### config.mk
export PLATFORM = sky130hd
export DESIGN_NAME = sram_boundary_scan_tap
export DESIGN_NICKNAME = d
export VERILOG_FILES = /design/src/rtl/scan_tap_pkg.sv /design/src/rtl/scan_sync.sv /design/src/rtl/sram_boundary_scan_tap.sv
export SDC_FILE = /design/constraint.sdc
export NUM_CORES = 1
export LEC_CHECK = 0
export BUFFER_PORTS_ARGS = -buffer_cell sky130_fd_sc_hd__buf_2
export CORE_UTILIZATION = 45
export DETAILED_ROUTE_END_ITERATION = 8
export PLACE_DENSITY = 0.69
export SYNTH_ARGS = -nofsm -noshare
export SYNTH_HDL_FRONTEND = slang
export SYNTH_SLANG_ARGS = --single-unit
### constraint.sdc
create_clock -name ref_clk -period 5.5 [get_ports ref_clk]
set_input_delay 1.1 -clock ref_clk [delete_from_list [all_inputs] [get_ports ref_clk]]
set_output_delay 1.1 -clock ref_clk [all_outputs]
set_load 0.02 [all_outputs]
### src/rtl/scan_tap_pkg.sv
// Purpose: shared constants and types of the boundary-scan test port
// Assumes: tck, tms and tdi are sampled by ref_clk through two-flop synchronisers
// Notes: instruction codes, register widths and capture values live here
package scan_tap_pkg;

  // instruction register width and codes
  localparam int IR_W = 3;
  localparam logic [2:0] IR_BYPASS0 = 3'h0;
  localparam logic [2:0] IR_IDENT = 3'h1;
  localparam logic [2:0] IR_SAMPLE_Z = 3'h2;
  localparam logic [2:0] IR_BYPASS3 = 3'h3;
  localparam logic [2:0] IR_SAMPLE = 3'h4;
  localparam logic [2:0] IR_PRIVATE = 3'h5;
  localparam logic [2:0] IR_BYPASS6 = 3'h6;
  localparam logic [2:0] IR_BYPASS7 = 3'h7;
  // reset value of the instruction register
  localparam logic [2:0] IR_RESET = IR_IDENT;
  // identification register width and fixed start bit
  localparam int ID_W = 32;
  localparam int ID_START_POS = 0;
  // default boundary length
  localparam int BSR_W_DEF = 70;
  // bypass capture value
  localparam logic BYP_CAPTURE = 1'b0;
  // bit pattern captured into all three instruction bits in capture-ir
  localparam logic [2:0] IR_CAPTURE = 3'h1;
  // synchroniser depth
  localparam int SYNC_STAGES = 2;

  // controller states
  typedef enum logic [3:0] {
    ST_RESET = 4'h0,
    ST_IDLE = 4'h1,
    ST_SEL_DR = 4'h2,
    ST_CAP_DR = 4'h3,
    ST_SH_DR = 4'h4,
    ST_EX1_DR = 4'h5,
    ST_PAU_DR = 4'h6,
    ST_EX2_DR = 4'h7,
    ST_UPD_DR = 4'h8,
    ST_SEL_IR = 4'h9,
    ST_CAP_IR = 4'ha,
    ST_SH_IR = 4'hb,
    ST_EX1_IR = 4'hc,
    ST_PAU_IR = 4'hd,
    ST_EX2_IR = 4'he,
    ST_UPD_IR = 4'hf
  } tap_state_t;

  // bypass codes are everything but ident, sample modes and private
  function automatic logic is_bypass(input logic [2:0] code);
    is_bypass = (code == IR_BYPASS0) || (code == IR_BYPASS3) ||
                (code == IR_BYPASS6) || (code == IR_BYPASS7);
  endfunction

  // boundary register selected by either sample code
  function automatic logic is_sample(input logic [2:0] code);
    is_sample = (code == IR_SAMPLE) || (code == IR_SAMPLE_Z);
  endfunction

endpackage

### src/rtl/scan_sync.sv
// Purpose: two-flop synchroniser for a group of asynchronous pins
// Assumes: inputs are levels from outside the ref_clk domain
// Notes: first stage is read only by the second stage
`timescale 1ns/1ps
module scan_sync
  import scan_tap_pkg::*;
#(
  parameter int W = 3
) (
  input wire logic ref_clk,
  input wire logic arst_n,
  input wire logic clk_en,
  input wire logic [W-1:0] async_in,
  output logic [W-1:0] sync_out
);

  logic [W-1:0] meta_r; // first stage
  logic [W-1:0] meta_nxt;
  logic [W-1:0] sync_nxt;

  // next values, held while the enable is low
  always_comb begin
    meta_nxt = clk_en ? async_in : meta_r;
    sync_nxt = clk_en ? meta_r : sync_out;
  end

  // register both stages
  always_ff @(posedge ref_clk or negedge arst_n) begin
    if (!arst_n) begin
      meta_r <= '0;
      sync_out <= '0;
    end else begin
      meta_r <= meta_nxt;
      sync_out <= sync_nxt;
    end
  end

endmodule

### src/rtl/sram_boundary_scan_tap.sv
// Purpose: boundary-scan test port of a synchronous memory, run on sampled tck
// Assumes: tck far slower than ref_clk; pins arrive asynchronous to ref_clk
// Notes: the memory data path is outside; only its output-enable gate is here
//
// Behaviour
// RQ1: controller plus instruction, ident, bypass, boundary registers
// RQ2: controller advances only on test clock rising edges
// RQ3: mode select sampled at each test clock rise
// RQ4: test data sampled into register at rising edge
// RQ5: test output updates at falling test clock edge
// RQ6: high-z sampling forces memory outputs off
// RQ7: otherwise memory traffic passes untouched
// RQ8: unused port: clock low, inputs tied
// RQ9: three-bit instruction decoded to bypass, ident, samples
// RQ10: ident loaded at reset, capture-ir; applied at update-ir
// RQ11: bypass bit captures zero, shifts in shift-dr
// RQ12: 32-bit ident, lsb one, shifts msb in lsb out
// RQ13: sixteen-state sequence, five highs reach reset
`timescale 1ns/1ps
module sram_boundary_scan_tap
  import scan_tap_pkg::*;
#(
  parameter int BSR_W = BSR_W_DEF,
  parameter logic [3:0] REV_CODE = 4'h0, // arbitrary value
  parameter logic [15:0] PART_CODE = 16'h1234, // arbitrary value
  parameter logic [10:0] MAKER_CODE = 11'h155 // arbitrary value
) (
  input wire logic ref_clk,
  input wire logic arst_n,
  input wire logic clk_en,
  input wire logic tck,
  input wire logic tms,
  input wire logic tdi,
  input wire logic [BSR_W-1:0] io_ring,
  input wire logic mem_dq_oe_req,
  output logic tdo,
  output logic tdo_oe,
  output logic mem_dq_oe,
  output logic highz_active
);

  // ident value with fixed start bit of one
  localparam logic [ID_W-1:0] ID_VALUE = {REV_CODE, PART_CODE, MAKER_CODE, 1'b1};

  logic tck_s; // synchronised pins
  logic tms_s;
  logic tdi_s;
  logic tck_d_r; // previous tck sample for edge finding
  logic tck_d_nxt;
  logic rise; // rising and falling test clock edge
  logic fall;

  tap_state_t state_r; // controller state
  tap_state_t state_nxt;
  logic [IR_W-1:0] ir_sh_r; // instruction shift stage
  logic [IR_W-1:0] ir_sh_nxt;
  logic [IR_W-1:0] ir_r; // current instruction
  logic [IR_W-1:0] ir_nxt;
  logic [ID_W-1:0] id_r; // identification shift
  logic [ID_W-1:0] id_nxt;
  logic byp_r; // bypass bit
  logic byp_nxt;
  logic [BSR_W-1:0] bsr_r; // boundary shift
  logic [BSR_W-1:0] bsr_nxt;
  logic tdo_nxt;
  logic tdo_oe_nxt;
  logic dq_oe_nxt;
  logic hz_nxt;
  logic serial_bit; // bit facing the output, picked by state and code

  // sample the asynchronous test pins; tms/tdi stable around tck rise, RQ8 relied on
  scan_sync #(
    .W(3)
  ) u_sync (
    .ref_clk(ref_clk),
    .arst_n(arst_n),
    .clk_en(clk_en),
    .async_in({tck, tms, tdi}),
    .sync_out({tck_s, tms_s, tdi_s})
  );

  // edge finding on the synchronised test clock
  always_comb begin
    tck_d_nxt = clk_en ? tck_s : tck_d_r;
    rise = clk_en && tck_s && !tck_d_r;
    fall = clk_en && !tck_s && tck_d_r;
  end

  // controller next state, moved only by test clock rises
  always_comb begin
    state_nxt = state_r;
    if (rise) begin // RQ2
      case (state_r) // RQ13 RQ3
        ST_RESET: state_nxt = tms_s ? ST_RESET : ST_IDLE;
        ST_IDLE: state_nxt = tms_s ? ST_SEL_DR : ST_IDLE;
        ST_SEL_DR: state_nxt = tms_s ? ST_SEL_IR : ST_CAP_DR;
        ST_CAP_DR: state_nxt = tms_s ? ST_EX1_DR : ST_SH_DR;
        ST_SH_DR: state_nxt = tms_s ? ST_EX1_DR : ST_SH_DR;
        ST_EX1_DR: state_nxt = tms_s ? ST_UPD_DR : ST_PAU_DR;
        ST_PAU_DR: state_nxt = tms_s ? ST_EX2_DR : ST_PAU_DR;
        ST_EX2_DR: state_nxt = tms_s ? ST_UPD_DR : ST_SH_DR;
        ST_UPD_DR: state_nxt = tms_s ? ST_SEL_DR : ST_IDLE;
        ST_SEL_IR: state_nxt = tms_s ? ST_RESET : ST_CAP_IR;
        ST_CAP_IR: state_nxt = tms_s ? ST_EX1_IR : ST_SH_IR;
        ST_SH_IR: state_nxt = tms_s ? ST_EX1_IR : ST_SH_IR;
        ST_EX1_IR: state_nxt = tms_s ? ST_UPD_IR : ST_PAU_IR;
        ST_PAU_IR: state_nxt = tms_s ? ST_EX2_IR : ST_PAU_IR;
        ST_EX2_IR: state_nxt = tms_s ? ST_UPD_IR : ST_SH_IR;
        ST_UPD_IR: state_nxt = tms_s ? ST_SEL_DR : ST_IDLE;
        default: state_nxt = ST_RESET;
      endcase
    end
  end

  // test registers: capture and shift on rise, ir applied at update-ir
  always_comb begin
    ir_sh_nxt = ir_sh_r;
    ir_nxt = ir_r;
    id_nxt = id_r;
    byp_nxt = byp_r;
    bsr_nxt = bsr_r;
    if (rise) begin
      case (state_r)
        ST_CAP_IR: ir_sh_nxt = IR_CAPTURE; // RQ10
        ST_SH_IR: ir_sh_nxt = {tdi_s, ir_sh_r[IR_W-1:1]}; // RQ4
        ST_CAP_DR: begin
          // RQ1 RQ9
          if (ir_r == IR_IDENT) begin
            id_nxt = ID_VALUE; // RQ12
          end else if (is_sample(ir_r)) begin
            bsr_nxt = io_ring;
          end else if (is_bypass(ir_r)) begin
            byp_nxt = BYP_CAPTURE; // RQ11
          end
        end
        ST_SH_DR: begin
          // RQ4
          if (ir_r == IR_IDENT) begin
            id_nxt = {tdi_s, id_r[ID_W-1:1]}; // RQ12
          end else if (is_sample(ir_r)) begin
            bsr_nxt = {tdi_s, bsr_r[BSR_W-1:1]};
          end else begin
            byp_nxt = tdi_s; // RQ11
          end
        end
        default: begin
          // hold in every other state
        end
      endcase
    end
    // the new instruction becomes current on leaving update-ir
    if (rise && state_r == ST_UPD_IR) begin
      ir_nxt = ir_sh_r; // RQ10
    end
    // the rise that enters test-logic-reset restores ident at once,
    // so a five-high walk from shift-dr never leaves a stale code
    if (rise && state_nxt == ST_RESET) begin
      ir_nxt = IR_RESET; // RQ10 RQ13
      ir_sh_nxt = IR_RESET;
    end
  end

  // output bit: ir while in shift-ir, else the selected data register
  always_comb begin
    if (state_r == ST_SH_IR) begin
      serial_bit = ir_sh_r[0];
    end else if (ir_r == IR_IDENT) begin
      serial_bit = id_r[0];
    end else if (is_sample(ir_r)) begin
      serial_bit = bsr_r[0];
    end else begin
      serial_bit = byp_r; // private code also falls here
    end
  end

  // tdo and tdo_oe, updated on the falling test clock edge
  always_comb begin
    tdo_nxt = tdo;
    tdo_oe_nxt = tdo_oe;
    if (fall) begin // RQ5
      tdo_oe_nxt = (state_r == ST_SH_IR) || (state_r == ST_SH_DR);
      // line parked low outside shifting
      tdo_nxt = tdo_oe_nxt ? serial_bit : 1'b0;
    end
    // high-z sampling gates the memory drivers, else pass request through
    hz_nxt = (ir_r == IR_SAMPLE_Z); // RQ6
    dq_oe_nxt = clk_en ? (mem_dq_oe_req && !hz_nxt) : mem_dq_oe; // RQ6 RQ7
    hz_nxt = clk_en ? hz_nxt : highz_active;
  end

  // register all state
  always_ff @(posedge ref_clk or negedge arst_n) begin
    if (!arst_n) begin
      tck_d_r <= 1'b0;
      state_r <= ST_RESET;
      ir_sh_r <= IR_RESET;
      ir_r <= IR_RESET;
      id_r <= '0;
      byp_r <= 1'b0;
      bsr_r <= '0;
      tdo <= 1'b0;
      tdo_oe <= 1'b0;
      mem_dq_oe <= 1'b0;
      highz_active <= 1'b0;
    end else begin
      tck_d_r <= tck_d_nxt;
      state_r <= state_nxt;
      ir_sh_r <= ir_sh_nxt;
      ir_r <= ir_nxt;
      id_r <= id_nxt;
      byp_r <= byp_nxt;
      bsr_r <= bsr_nxt;
      tdo <= tdo_nxt;
      tdo_oe <= tdo_oe_nxt;
      mem_dq_oe <= dq_oe_nxt;
      highz_active <= hz_nxt;
    end
  end

endmodule

==> metrics.yaml <==
timing:
  layout_min_cycle_time_ns: 2.478
  rsz0062_at_grt: "no"
  slew_viol_final: 0
  finalHoldViolCount: 0
  setup_viol: 0
  fin_tns_setup_ns: 0
  tightest_slew_ns: 0.9825
  finClkSkew_ns: 0.005777
  whs_ns: 0.4782
  fmax_ghz: 0.4036
  period_share_pct: 45.05
  relSlewSlack_pct: 34.50
global_routing:
  grt_pass1_wl_mm: 20.20
  antenna_found_initial: 0
  grt_usage_pct: 19.74
  grt_max_degree: 141
  grt_pass1_vias: 4421
  gr-total-overflow: 0
power_and_ir_drop:
  leakage_nw: 3.183
  irDropWorstVdd_v: 0.0002345
  power_density_nw_per_um2: 405.8
  power_w: 0.002750
routing:
  drt_iter0_markers: 293
  num_vias: 4624
  drc: 0
  wl_per_cell_um: 13.05
  firstDrtPassIters: 4
  wirelength_mm: 11.62
  antenna_left: 0
  via_per_inst: 5.196
clock_network:
  clk_pin_slew_worst_paths_ns: 0.05
  hold_buffers: 0
  h-tree-depth: 4
  cts-buffers-inserted: 17
  cts.sinks: 124
  cts_root_buf: "clkbuf_16"
  cts_resized: 0
  clock_latency_ns: 0.41
  cts_buffer_depth: 2
  cts_tree: "built"
  cts_setup_buffers: 0
worst_setup_path:
  regToRegSetupSlack_ns: 3.12
  worstPathArrival_ns: 2.81
  timing.rr.end: "bsr_r[49]"
  path_max_fanout: 140
  critical_path_class: "input port to flop"
  r2r-start: "state_r[1]"
  critical_path_required_ns: 5.83
  crit_path_end: "bsr_r[49]"
  end_kind: "flop"
  critPathLaunch: "clk_en"
  r2r_cells: 5
  start_kind: "input port"
synth:
  syn-num-nets: 736
  yosysWarnings: 0
  synth-main-ff-cell: "dfrtp_1"
  async_reset_ff_share_pct: 100.0
  synth_seq_area_share_pct: 54.59
  postSynthCellCount: 659
  ys_ff_latch: 124
  synth-edff-count: 0
  ys_types: 46
  netlist_area_um2: 5689
  avgSynthCellArea_um2: 8.633
placed_design:
  dp.cells: 859
  io_buffers: 80
  routabilityCongestion: 0.7632
  hpwlAfterDp_mm: 7.193
cells_and_area:
  final_net_count: 787
  drive_gt1_share_pct: 18.01
  instances_no_fill: 890
  area_growth_pct: 19.11
  diodes: 0
  final_common_cell: "nand2_1"
  final_cell_mix: "198 x nand2_1, 122 x dfrtp_1, 88 x nor2_1"
floorplan:
  die_area_um2: 13100
  core-area_um2: 12160
  start_util_pct: 46.78
  die_y_um: 114.4
  fp.dieW_um: 114.4
  io_pins: 81
  num_rows: 40
min_path:
  whs_path_depth: 2
  hold_class: "flop to flop"
run_status:
  status: "finished clean"
job:
  cap_violations: 0
-- layout make-up --
| class | count | area [um2] |
|---|---|---|
| fill | 1088 | 5385 |
| sequential | 124 | 3105 |
| multi-input combinational | 476 | 2340 |
| clock buffer | 25 | 515.5 |
| timing repair buffer | 85 | 452.9 |
| tap | 168 | 210.2 |
| clock inverter | 6 | 130.1 |
| inverter | 6 | 22.52 |
-- power by group --
group | internal, W | switching, W
clock network | 0.000827 | 0.000382
registers | 0.000986 | 0.0000806
logic | 0.000148 | 0.000325
-- worst min-delay path by stage --
stage	from	endpoint	slack, ns
5_1_grt	id_r[8]	id_r[8]	0.51
2_1_floorplan	id_r[11]	id_r[11]	0.45
6_report	id_r[23]	id_r[23]	0.48
3_5_place_dp	id_r[7]	id_r[7]	0.47
3_3_place_gp	id_r[31]	id_r[31]	0.46
4_1_cts	id_r[7]	id_r[7]	0.48
-- synthesized netlist by cell type, drive strengths merged, types with 6 or more instances --
cell / count / area share [%]
a31oi: 72 / 7.9
inv: 6 / 0.40
mux2: 7 / 1.4
buf: 18 / 1.7
nand2: 198 / 13
a21oi: 8 / 0.70
dfrtp: 122 / 54
nor2: 88 / 5.8
clkbuf: 35 / 2.3
o21ai: 43 / 3.8
-- sequential cells by signal, indices dropped and copies added, names as in the netlist --
register	cells
bsr_r	70
byp_r	1
highz_active	1
id_r	32
ir_r	3
ir_sh_r	3
mem_dq_oe	1
state_r	4
tck_d_r	1
tdo	1
tdo_oe	1
u_sync.meta_r	3
u_sync.sync_out	3
-- critical path: stages --
cell and delay, ns:
buf_2 0.24, nand4bb_1 0.25, a2111oi_4 0.43, buf_12 0.43, nor2_1 0.11, a31oi_1 0.16
-- layer usage --
layer	routed length (um)	track usage, %	vias up
li1	-	-	2326
met1	5505	25.81	2195
met2	5453	31.19	92
met3	507	5.029	11
met4	151	8.571	0
met5	0	0	-
-- cells by family (layout without fill, tap and decap cells) --
group / Yosys count / after routing / share of synthesized area, %
compound gates: 140 / 140 / 15.24
xor+xnor: 1 / 1 / 0.1540
flops: 124 / 124 / 54.59
simple gates: 322 / 322 / 23.16
fa+ha+maj: 1 / 1 / 0.1759
buf+inv: 59 / 122 / 4.421
mux: 12 / 12 / 2.265
-- stage by stage --
step | worst slack [ns] | cell area, um2 | utilization, %
6_report | 3.022 | 6777 | 55.72
3_3_place_gp | 2.667 | 6131 | 50.41
3_5_place_dp | 2.614 | 6131 | 50.41
4_1_cts | 3.058 | 6777 | 55.72
2_1_floorplan | 3.236 | 5689 | -
5_1_grt | 2.876 | 6777 | 55.72
No activity file was read; power rests on OpenSTA's default activity.
